[src/verilog/ssfb_pkg.sv]
// Package of the status flag bank: register offsets, field positions,
// reset values and timing counts.
// Assumes a 100 MHz system clock feeding the bank.
package ssfb_pkg;

  // ---------------------------------------------------------------
  // Register offsets (7-bit serial port address)
  // ---------------------------------------------------------------
  localparam logic [6:0] OFF_LIN2_FAULT_STATUS = 7'h45;
  localparam logic [6:0] OFF_WAKE_SOURCE_FLAGS_A = 7'h46;
  localparam logic [6:0] OFF_WAKE_SOURCE_FLAGS_B = 7'h47;
  localparam logic [6:0] OFF_WAKE_INPUT_LEVELS = 7'h48;
  localparam logic [6:0] OFF_HIGHSIDE_OVERLOAD_FLAGS = 7'h54;
  localparam logic [6:0] OFF_HIGHSIDE_OPENLOAD_FLAGS = 7'h55;

  // ---------------------------------------------------------------
  // Field positions
  // ---------------------------------------------------------------
  localparam int FAULT_CODE_LSB = 1;
  localparam int WAKE_A_SECOND_LIN = 7;
  localparam int WAKE_A_FIRST_LIN = 6;
  localparam int WAKE_A_CAN = 5;
  localparam int WAKE_A_TIMER = 4;
  localparam int WAKE_A_INPUT_LSB = 0;
  localparam int WAKE_B_GP_LSB = 4;
  localparam int LVL_DEV_MODE = 7;
  localparam int LVL_PULLUP_STRAP = 6;
  localparam int LVL_GP_LSB = 4;
  localparam int LVL_WAKE_INPUT_LSB = 0;

  // ---------------------------------------------------------------
  // Reset values and fault codes
  // ---------------------------------------------------------------
  localparam logic [7:0] STATUS_RESET = 8'h00;
  localparam logic [1:0] FAULT_NONE = 2'h0;
  localparam logic [1:0] FAULT_THERMAL = 2'h1;
  localparam logic [1:0] FAULT_TX_STUCK = 2'h2;
  localparam logic [1:0] FAULT_BUS_STUCK = 2'h3;

  // ---------------------------------------------------------------
  // Timing
  // ---------------------------------------------------------------
  localparam longint CLK_HZ = 100000000;
  localparam longint DOMINANT_TIMEOUT_MS = 20;
  localparam longint DOMINANT_TIMEOUT_CYCLES = DOMINANT_TIMEOUT_MS * CLK_HZ / 1000;
  localparam longint TX_ENABLE_TIME_NS = 10000;
  localparam longint TX_ENABLE_CYCLES = (TX_ENABLE_TIME_NS * CLK_HZ + 999999999) / 1000000000;

  // General-purpose pin configuration
  typedef enum logic [1:0] {SSFB_GP_OFF, SSFB_GP_WAKE, SSFB_GP_LOW_SW, SSFB_GP_HIGH_SW}
    ssfb_gp_cfg_t;

endpackage

[src/verilog/ssfb_status_flag_bank.sv]
// Status flag bank: second LIN fault reporting with recovery and transmit
// re-enable, latched wake sources, input levels with straps, high-side flags.
// Assumes a serial port decoder delivering one-cycle register accesses, and
// detection circuits delivering one-cycle events on the same clock.
`timescale 1ns/100ps

// Functional notes
// - Second LIN fault code at bits 2:1: none, thermal, transmit stuck, bus stuck.
// - Bus and transmit stuck faults flagged only after 20 ms continuous dominant.
// - Transmit stuck recovers on transmit input high, wake-capable or off.
// - Bus stuck recovers on bus recessive, wake-capable or off.
// - Supply undervoltage recovers once supply rises above its threshold.
// - After any fault, transmit re-enabled only after input high for enable time.
// - Wake flags: LIN2 bit7, LIN1 bit6, CAN bit5, timer bit4, inputs bits 2..0.
// - Wake out of fail-safe also sets the responsible source flag.
// - Reserved bit positions always read as zero.
// - Level register bit 7 shows test pin mode: 0 user, 1 development.
// - Bit 6 shows interrupt pull-up strap: 0 absent, 1 present.
// - Levels 0 low, 1 high: inputs bits 2..0, general pins bits 5,4.
// - General pin level bits update in normal and stop modes when pin configured.
// - Cyclic sensed wake inputs show the sampled level, refreshed per sample.
// - General-purpose pins have no cyclic sensing.
// - General pin level shown even when used as a switch.
// - Overload flag per high-side switch, switch four bit 3 to one bit 0.
// - Open-load flag per high-side switch, switch four bit 3 to one bit 0.
// - Power-on reset clears all; soft reset clears all but the level register; restart clears nothing.
module ssfb_status_flag_bank #(
  parameter int DOM_TIMEOUT_CYCLES = int'(ssfb_pkg::DOMINANT_TIMEOUT_CYCLES),
  parameter int TX_EN_CYCLES = int'(ssfb_pkg::TX_ENABLE_CYCLES),
  parameter int NUM_WAKE_INPUTS = 3,
  parameter int NUM_HS = 4
) (
  input wire logic clock,
  input wire logic reset_n,
  input wire logic soft_reset,
  input wire logic restart,
  // Register access from the serial port decoder
  input wire logic acc_valid,
  input wire logic [6:0] acc_addr,
  input wire logic acc_clear,
  output logic rd_valid,
  output logic [7:0] rd_data,
  // Second LIN transceiver
  input wire logic lin2_txd_pin,
  input wire logic lin2_bus_dominant_pin,
  input wire logic lin2_wake_or_off,
  input wire logic lin2_thermal_event,
  input wire logic lin2_thermal_active,
  input wire logic supply_uv_event,
  input wire logic supply_above_uv,
  output logic lin2_tx_enable,
  // Wake sources
  input wire logic second_lin_wake,
  input wire logic first_lin_wake,
  input wire logic can_bus_wake,
  input wire logic timer_wake,
  input wire logic [2:0] wake_input_event,
  input wire logic [1:0] gp_pin_wake,
  input wire logic failsafe_exit,
  input wire logic [6:0] failsafe_wake_source,
  // Levels and straps
  input wire logic test_select_pin,
  input wire logic interrupt_pullup_pin,
  input wire logic [2:0] wake_input_pin,
  input wire logic [2:0] wake_input_cyclic,
  input wire logic [2:0] wake_input_sample,
  input wire logic [1:0] gp_pin,
  input wire logic [1:0] gp_pin_cfg,
  input wire logic [1:0] gp_pin_cfg_b,
  input wire logic normal_or_stop_mode,
  // High-side switch detectors
  input wire logic [3:0] hs_overload_event,
  input wire logic [3:0] hs_open_load_event
);

  // ---------------------------------------------------------------
  // Helpers
  // ---------------------------------------------------------------
  // Register hit for a clear command
  function automatic logic clear_hit(input logic v, input logic c, input logic [6:0] a,
                                     input logic [6:0] off);
    clear_hit = v && c && (a == off);
  endfunction

  logic flag_clear_all;
  assign flag_clear_all = soft_reset;

  // ---------------------------------------------------------------
  // Pin synchronisers
  // ---------------------------------------------------------------
  localparam int NSYNC = 10;
  logic [NSYNC-1:0] pin_raw;
  logic [NSYNC-1:0] sync_a;
  logic [NSYNC-1:0] sync_b;
  assign pin_raw = {lin2_txd_pin, lin2_bus_dominant_pin, test_select_pin,
                    interrupt_pullup_pin, wake_input_pin, gp_pin, 1'b0};

  genvar gi;
  generate
    for (gi = 0; gi < NSYNC; gi++)
    begin : g_sync
      // Two flops per pin; only the second is read. No reset: the pins keep
      // flowing through during reset, so the straps are settled at release
      always_ff @(posedge clock)
      begin
        sync_a[gi] <= pin_raw[gi];
        sync_b[gi] <= sync_a[gi];
      end
    end
  endgenerate

  logic txd_high;
  logic bus_dom;
  logic test_lvl;
  logic pullup_lvl;
  logic [2:0] wk_lvl;
  logic [1:0] gp_lvl;
  assign txd_high = sync_b[9];
  assign bus_dom = sync_b[8];
  assign test_lvl = sync_b[7];
  assign pullup_lvl = sync_b[6];
  assign wk_lvl = sync_b[5:3];
  assign gp_lvl = sync_b[2:1];

  // ---------------------------------------------------------------
  // Dominant timeouts
  // ---------------------------------------------------------------
  logic [31:0] txd_low_cnt;
  logic [31:0] bus_dom_cnt;
  logic tx_stuck_event;
  logic bus_stuck_event;

  // Events fire once, on the cycle the count passes 20 ms
  assign tx_stuck_event = (txd_low_cnt == 32'(DOM_TIMEOUT_CYCLES));
  assign bus_stuck_event = (bus_dom_cnt == 32'(DOM_TIMEOUT_CYCLES));

  // Saturating counters; held at zero while the condition is absent
  always_ff @(posedge clock)
  begin
    if (!reset_n)
    begin
      txd_low_cnt <= 32'h0;
      bus_dom_cnt <= 32'h0;
    end
    else
    begin
      if (txd_high || !lin2_tx_enable)
        txd_low_cnt <= 32'h0;
      else if (txd_low_cnt <= 32'(DOM_TIMEOUT_CYCLES))
        txd_low_cnt <= txd_low_cnt + 32'h1;
      if (!bus_dom)
        bus_dom_cnt <= 32'h0;
      else if (bus_dom_cnt <= 32'(DOM_TIMEOUT_CYCLES))
        bus_dom_cnt <= bus_dom_cnt + 32'h1;
    end
  end

  // ---------------------------------------------------------------
  // Transmitter recovery state machine
  // ---------------------------------------------------------------
  typedef enum logic [2:0] {SSFB_TX_ON, SSFB_TX_THERMAL, SSFB_TX_STUCK, SSFB_BUS_STUCK,
                            SSFB_SUPPLY_LOW, SSFB_TX_WAIT} ssfb_tx_state_t;
  ssfb_tx_state_t tx_state;
  logic [31:0] tx_en_cnt;

  // Thermal and supply have priority: they keep the transmitter off longest
  always_ff @(posedge clock)
  begin
    if (!reset_n || flag_clear_all)
    begin
      tx_state <= SSFB_TX_ON;
      tx_en_cnt <= 32'h0;
      lin2_tx_enable <= 1'b1;
    end
    else if (lin2_thermal_event)
    begin
      tx_state <= SSFB_TX_THERMAL;
      tx_en_cnt <= 32'h0;
      lin2_tx_enable <= 1'b0;
    end
    else if (supply_uv_event)
    begin
      tx_state <= SSFB_SUPPLY_LOW;
      tx_en_cnt <= 32'h0;
      lin2_tx_enable <= 1'b0;
    end
    else if (bus_stuck_event)
    begin
      tx_state <= SSFB_BUS_STUCK;
      tx_en_cnt <= 32'h0;
      lin2_tx_enable <= 1'b0;
    end
    else if (tx_stuck_event)
    begin
      tx_state <= SSFB_TX_STUCK;
      tx_en_cnt <= 32'h0;
      lin2_tx_enable <= 1'b0;
    end
    else
    begin
      unique case (tx_state)
        SSFB_TX_ON:
          lin2_tx_enable <= 1'b1;
        SSFB_TX_THERMAL:
          if (!lin2_thermal_active)
            tx_state <= SSFB_TX_WAIT;
        SSFB_TX_STUCK:
          if (txd_high || lin2_wake_or_off)
            tx_state <= SSFB_TX_WAIT;
        SSFB_BUS_STUCK:
          if (!bus_dom || lin2_wake_or_off)
            tx_state <= SSFB_TX_WAIT;
        SSFB_SUPPLY_LOW:
          if (supply_above_uv)
            tx_state <= SSFB_TX_WAIT;
        SSFB_TX_WAIT:
        begin
          // Any low on the transmit input restarts the enable time
          if (!txd_high)
            tx_en_cnt <= 32'h0;
          else if (tx_en_cnt >= 32'(TX_EN_CYCLES - 1))
          begin
            tx_en_cnt <= 32'h0;
            tx_state <= SSFB_TX_ON;
            lin2_tx_enable <= 1'b1;
          end
          else
            tx_en_cnt <= tx_en_cnt + 32'h1;
        end
      endcase
    end
  end

  // ---------------------------------------------------------------
  // Second LIN fault code
  // ---------------------------------------------------------------
  logic [1:0] second_lin_fault_code;
  logic [1:0] next_fault_code;

  // Most severe new event wins; a new event beats a same-cycle clear
  always_comb
  begin
    next_fault_code = second_lin_fault_code;
    if (bus_stuck_event)
      next_fault_code = ssfb_pkg::FAULT_BUS_STUCK;
    else if (tx_stuck_event)
      next_fault_code = ssfb_pkg::FAULT_TX_STUCK;
    else if (lin2_thermal_event)
      next_fault_code = ssfb_pkg::FAULT_THERMAL;
    else if (clear_hit(acc_valid, acc_clear, acc_addr, ssfb_pkg::OFF_LIN2_FAULT_STATUS))
      next_fault_code = ssfb_pkg::FAULT_NONE;
  end

  // Restart leaves the code untouched
  always_ff @(posedge clock)
  begin
    if (!reset_n || flag_clear_all)
      second_lin_fault_code <= ssfb_pkg::FAULT_NONE;
    else
      second_lin_fault_code <= next_fault_code;
  end

  // ---------------------------------------------------------------
  // Wake flags
  // ---------------------------------------------------------------
  logic [6:0] wake_a;
  logic [6:0] wake_a_set;
  logic [1:0] wake_b;

  // Order: lin2, lin1, can, timer, input three..one
  assign wake_a_set = {second_lin_wake, first_lin_wake, can_bus_wake, timer_wake,
                       wake_input_event}
                      | (failsafe_exit ? failsafe_wake_source : 7'h00);

  // Set wins over the host clear
  always_ff @(posedge clock)
  begin
    if (!reset_n || flag_clear_all)
    begin
      wake_a <= 7'h00;
      wake_b <= 2'h0;
    end
    else
    begin
      if (clear_hit(acc_valid, acc_clear, acc_addr, ssfb_pkg::OFF_WAKE_SOURCE_FLAGS_A))
        wake_a <= wake_a_set;
      else
        wake_a <= wake_a | wake_a_set;
      if (clear_hit(acc_valid, acc_clear, acc_addr, ssfb_pkg::OFF_WAKE_SOURCE_FLAGS_B))
        wake_b <= gp_pin_wake;
      else
        wake_b <= wake_b | gp_pin_wake;
    end
  end

  // ---------------------------------------------------------------
  // Levels and straps
  // ---------------------------------------------------------------
  logic development_mode_indicator;
  logic interrupt_pullup_strap;
  logic strap_taken;
  logic [2:0] wk_level;
  logic [1:0] gp_level;

  // Straps caught once after reset release, from synchronised pins
  always_ff @(posedge clock)
  begin
    if (!reset_n)
    begin
      strap_taken <= 1'b0;
      development_mode_indicator <= 1'b0;
      interrupt_pullup_strap <= 1'b0;
    end
    else if (!strap_taken)
    begin
      strap_taken <= 1'b1;
      development_mode_indicator <= test_lvl;
      interrupt_pullup_strap <= pullup_lvl;
    end
  end

  // Wake inputs: live, or held between samples in cyclic sense
  generate
    for (gi = 0; gi < NUM_WAKE_INPUTS; gi++)
    begin : g_wk_lvl
      always_ff @(posedge clock)
      begin
        if (!reset_n)
          wk_level[gi] <= 1'b0;
        else if (!wake_input_cyclic[gi] || wake_input_sample[gi])
          wk_level[gi] <= wk_lvl[gi];
      end
    end
  endgenerate

  // General pins follow the pin live while configured in normal or stop mode, else hold; no sampling path exists
  ssfb_pkg::ssfb_gp_cfg_t gp_cfg [2];
  assign gp_cfg[0] = ssfb_pkg::ssfb_gp_cfg_t'(gp_pin_cfg);
  assign gp_cfg[1] = ssfb_pkg::ssfb_gp_cfg_t'(gp_pin_cfg_b);
  generate
    for (gi = 0; gi < 2; gi++)
    begin : g_gp_lvl
      always_ff @(posedge clock)
      begin
        if (!reset_n)
          gp_level[gi] <= 1'b0;
        else if (normal_or_stop_mode && gp_cfg[gi] != ssfb_pkg::SSFB_GP_OFF)
          gp_level[gi] <= gp_lvl[gi];
      end
    end
  endgenerate

  // ---------------------------------------------------------------
  // High-side switch flags
  // ---------------------------------------------------------------
  logic [NUM_HS-1:0] hs_overload;
  logic [NUM_HS-1:0] hs_open_load;

  // Low-supply glitches are latched like real faults; host filters them
  always_ff @(posedge clock)
  begin
    if (!reset_n || flag_clear_all || restart && 1'b0)
    begin
      hs_overload <= '0;
      hs_open_load <= '0;
    end
    else
    begin
      if (clear_hit(acc_valid, acc_clear, acc_addr, ssfb_pkg::OFF_HIGHSIDE_OVERLOAD_FLAGS))
        hs_overload <= hs_overload_event;
      else
        hs_overload <= hs_overload | hs_overload_event;
      if (clear_hit(acc_valid, acc_clear, acc_addr, ssfb_pkg::OFF_HIGHSIDE_OPENLOAD_FLAGS))
        hs_open_load <= hs_open_load_event;
      else
        hs_open_load <= hs_open_load | hs_open_load_event;
    end
  end

  // ---------------------------------------------------------------
  // Read port
  // ---------------------------------------------------------------
  logic [7:0] next_rd_data;

  // Reserved positions are constant zero; unmapped addresses read zero
  always_comb
  begin
    next_rd_data = ssfb_pkg::STATUS_RESET;
    unique case (acc_addr)
      ssfb_pkg::OFF_LIN2_FAULT_STATUS:
        next_rd_data = {5'h00, second_lin_fault_code, 1'b0};
      ssfb_pkg::OFF_WAKE_SOURCE_FLAGS_A:
        next_rd_data = {wake_a[6:3], 1'b0, wake_a[2:0]};
      ssfb_pkg::OFF_WAKE_SOURCE_FLAGS_B:
        next_rd_data = {2'h0, wake_b, 4'h0};
      ssfb_pkg::OFF_WAKE_INPUT_LEVELS:
        next_rd_data = {development_mode_indicator, interrupt_pullup_strap, gp_level, 1'b0,
                        wk_level};
      ssfb_pkg::OFF_HIGHSIDE_OVERLOAD_FLAGS:
        next_rd_data = {4'h0, hs_overload};
      ssfb_pkg::OFF_HIGHSIDE_OPENLOAD_FLAGS:
        next_rd_data = {4'h0, hs_open_load};
      default:
        next_rd_data = ssfb_pkg::STATUS_RESET;
    endcase
  end

  // Data shows the value before any clear in the same access
  always_ff @(posedge clock)
  begin
    if (!reset_n)
    begin
      rd_valid <= 1'b0;
      rd_data <= ssfb_pkg::STATUS_RESET;
    end
    else
    begin
      rd_valid <= acc_valid;
      if (acc_valid)
        rd_data <= next_rd_data;
    end
  end

endmodule

[config.mk]
export PLATFORM = sky130hd
export DESIGN_NAME = ssfb_status_flag_bank
export DESIGN_NICKNAME = d
export VERILOG_FILES = /design/src/verilog/ssfb_pkg.sv /design/src/verilog/ssfb_status_flag_bank.sv
export SDC_FILE = /design/constraint.sdc
export NUM_CORES = 1
export LEC_CHECK = 0
export BUFFER_PORTS_ARGS = -buffer_cell sky130_fd_sc_hd__buf_4
export CAP_MARGIN = 20
export CORE_MARGIN = 1
export CORE_UTILIZATION = 38
export DETAILED_ROUTE_END_ITERATION = 10
export PLACE_DENSITY_LB_ADDON = 0.12
export SLEW_MARGIN = 20
export SYNTH_ARGS = -nofsm -noshare
export SYNTH_HDL_FRONTEND = slang
export SYNTH_SLANG_ARGS = --single-unit
[constraint.sdc]
create_clock -name clock -period 3.12 [get_ports clock]
set_input_delay 0.312 -clock clock [delete_from_list [all_inputs] [get_ports clock]]
set_output_delay 0.312 -clock clock [all_outputs]
set_load 0.01 [all_outputs]
==> out/qor.csv <==
stage;metric;value;unit
run_status;status;complete, no violations;
hold_path;hp-class;in2reg;
critical_path;crit_type;reg2reg;
logic_synthesis;synth_edf_count;0;
floorplanning;initial_utilization;39.38;%
clocking;tritoncts;built;
timing;clock.fmax;389.2;MHz
final_layout;layout_commonest_cell;dfxtp_1;
final_layout;drive_above_1_share;16.15;%
routing;num_vias;4859;
hold_path;min_path_cells;3;
logic_synthesis;synth_area_leaders;dfxtp_1 51%, and3_1 4.6%, nor2_1 4.6%;
global_route;grt_usage;17.77;%
routing;drt-total-wl;13300;um
clocking;cts.repair.resized;0;
logic_synthesis;yosys_warnings;0;
clocking;post_cts_buffers;0;
final_layout;fin_cells;948;
floorplanning;die-area;0.01650;mm^2
pwr;p_leak;0.002886;uW
pwr;switchingPower;880.8;uW
final_layout;areaGrowthSynthToFinish;22.49;%
timing;slew_headroom;45.41;%
clocking;cts.clk_slew.worst_paths;0.06;ns
critical_path;r2r_cells;6;
timing;layout_setup_ws;0.5506;ns
timing;worstMarginPinSlew;0.8171;ns
pwr;p_int;3262;uW
pwr;ir_worst_vdd;0.4043;mV
routing;dr.first_iter.drc_count;319;
critical_path;arrival;2.91;ns
floorplanning;chipHeight;128.4;um
clocking;cts-root-buf;clkbuf_16;
global_route;grt-ovfl-total;0;
critical_path;rrSetupSlack;0.55;ns
logic_synthesis;synth_fp_nets;717;
placement;place_ws;0.5484;ns
placement;io_buffers;71;
logic_synthesis;synth-seq-cells;154;
floorplanning;die_w;128.4;um
placement;dp_hpwl;9290;um
critical_path;cp_top_family;simple AND/OR/NAND/NOR gates;
critical_path;slowest_stage;or4b_1;
timing;rsz0062_at_grt;false;
hold_path;worstHoldStart;gp_pin_wake[0];
timing;hold_violations;0;
critical_path;path_buf_inv;0;
timing;post-route-period-util;82.35;%
pwr;pwr-share-clk;47.1;%
clocking;cts_buffers;17;
clocking;clkSinkCount;154;
job;max-cap-violations;0;
pwr;pwr-share-seq;48.9;%
clocking;cts.path.max_buffers;2;
clocking;clk_latency;0.42;ns
global_route;grt_pass1_wl;23260;um
critical_path;path_max_fanout;16;
routing;routed_via_density;5.126;
timing;drv_slew;0;
global_route;grt_pass1_vias;4970;
placement;placedCellCount;909;
logic_synthesis;avgSynthCellArea;9.362;um^2
routing;drc;0;
global_route;grt_max_degree;34;
timing;finalCriticalPeriod;2.569;ns
floorplanning;io-pin-count;73;
hold_path;hold_path_end;wake_b[0];
routing;postRouteAntennaNets;0;
timing;setup_viol;0;
routing;drt_first_pass_iters;4;
critical_path;worstPathCellList;ha_1, a211o_1, and3_1, or4b_1, or3b_2, a21oi_1;
logic_synthesis;synth_top_flop_cell;dfxtp_1;
clocking;cts_max_level;4;
logic_synthesis;postSynthCellCount;649;
logic_synthesis;ys_types;59;
pwr;p_per_area;556.7;mW/mm^2
logic_synthesis;seq_area_frac_synth;50.74;%
logic_synthesis;synth.largest_area_cell;dfxtp_1;
logic_synthesis;ys_async_sr_fraction;0;%
critical_path;worstReg2RegEnd;tx_en_cnt[2];
critical_path;crit_path_end_kind;flop;
critical_path;r2r_start;tx_en_cnt[0];
final_layout;diodes;0;
timing;fin_worst_skew;0.007223;ns
logic_synthesis;netlist_area;0.006076;mm^2
critical_path;cp.depth;6;
placement;place.gp.congestion;0.8170;
timing;final.setup.tns;0;ns
final_layout;finalNetCount;794;
critical_path;critPathMaxStageDelay;0.76;ns
critical_path;cp-start-kind;flop;
final_layout;mostFrequentLayoutCells;154 x dfxtp_1, 75 x buf_4, 74 x nor2_1;
floorplanning;core-area;0.01543;mm^2
routing;wire_per_inst;14.03;um
floorplanning;fp-row-count;45;
logic_synthesis;yosys.area.top_type_share;50.74;%
global_route;antenna_found_initial;0;
critical_path;cp.required;3.46;ns
clocking;ctsHoldBuffers;9;
pwr;swShare;21.26;%
pwr;pwr-share-comb;4.0;%
## cell families after synthesis
kind of cell               count (synthesis)  synth area share (%)
and+or+nand+nor                          317                 29.12
DFF                                      154                 50.74
AOI/OAI and AO/OA                         87                 9.412
buffers and inverters                     40                 2.739
xor gates and xnor gates                  34                 4.901
muxes                                     12                 2.059
adders and majority gates                  5                 1.030
## registers in the layout, indices dropped and copies added, names as in the netlist, 4 cells and up
register,count
hs_open_load,4
txd_low_cnt,32
tx_en_cnt,32
sync_a,9
rd_data,8
bus_dom_cnt,32
wake_a,7
hs_overload,4
## cells in the mapped netlist (3+ instances only)
cell type  count
a21oi_1       29
a221oi_1       7
a222oi_1       3
a22oi_1        5
and2_1        19
and3_1        45
and4_1         3
clkbuf_1      23
dfxtp_1      154
ha_1           5
inv_1         14
mux2_2         4
mux2i_1        8
nand2_1       29
nand2b_1       5
nand3_1       27
nand4_1       12
nand4b_1       3
nor2_1        74
nor2b_1       15
nor3_1        20
nor3b_1        7
nor4_1        20
nor4b_1        4
o21a_1         5
o21ai_0       15
o22ai_1        5
or2_2          4
or3_1          9
or4_1          6
xnor2_1       27
xor2_1         7
## power groups by stage
| stage | clock [uW] | combinational, uW | sequential, uW |
|---|---|---|---|
| 6_report | 1950 | 167 | 2030 |
| 5_1_grt | 2090 | 187 | 2030 |
| 4_1_cts | 2000 | 170 | 2030 |
| 3_5_place_dp | 0 | 160 | 2070 |
| 3_3_place_gp | 0 | 156 | 2070 |
| 2_1_floorplan | 0 | 76.8 | 2060 |
## worst reg2reg max path, stage by stage (launching register included)
cell     delay [ns]
dfxtp_1        0.33
ha_1           0.24
a211o_1        0.29
and3_1         0.19
or4b_1         0.76
or3b_2         0.54
a21oi_1        0.14
## worst max path at each step
| stage | from | to | slack [ns] |
|---|---|---|---|
| floorplan | txd_low_cnt[0] | tx_en_cnt[16] | 0.76 |
| CTS | tx_en_cnt[0] | tx_en_cnt[2] | 0.54 |
| global placement | tx_en_cnt[0] | tx_en_cnt[2] | 0.59 |
| detailed placement | tx_en_cnt[0] | tx_en_cnt[2] | 0.55 |
| global route | txd_low_cnt[21] | txd_low_cnt[15] | 0.34 |
| finish | tx_en_cnt[0] | tx_en_cnt[2] | 0.55 |
## metal layers
layer  part of all wire [%]  GRT usage (%)  up-vias
met2                     48          29.76       69
met1                     47          22.01     2287
met5                      0              0        -
met3                    3.9          4.782        8
met4                   0.82          6.159        0
li1                       -              -     2495
## per-stage QoR
| stage | cell area, um^2 | util [%] | hold slack, ns | power (uW) |
|---|---|---|---|---|
| finish | 7442 | 48.24 | 0.1003 | 4143 |
| global route | 7442 | 48.24 | 0.09534 | 4303 |
| CTS | 7442 | 48.24 | 0.07760 | 4194 |
| detailed placement | 6794 | 44.04 | 0.3121 | 2229 |
| global placement | 6794 | 44.04 | 0.3114 | 2225 |
| floorplan | 6076 | - | 0.3096 | 2135 |
## cell type report
class	instances	area, um^2
inverters	14	52.55
clock inverters	11	125.1
repair buffers	84	653.1
fillers	1494	7985
multi-input cells	455	2831
flip-flops and latches	154	3083
well taps	211	264.0
clock buffers	19	432.9
Note: power is estimated with default switching activity, not from simulation.
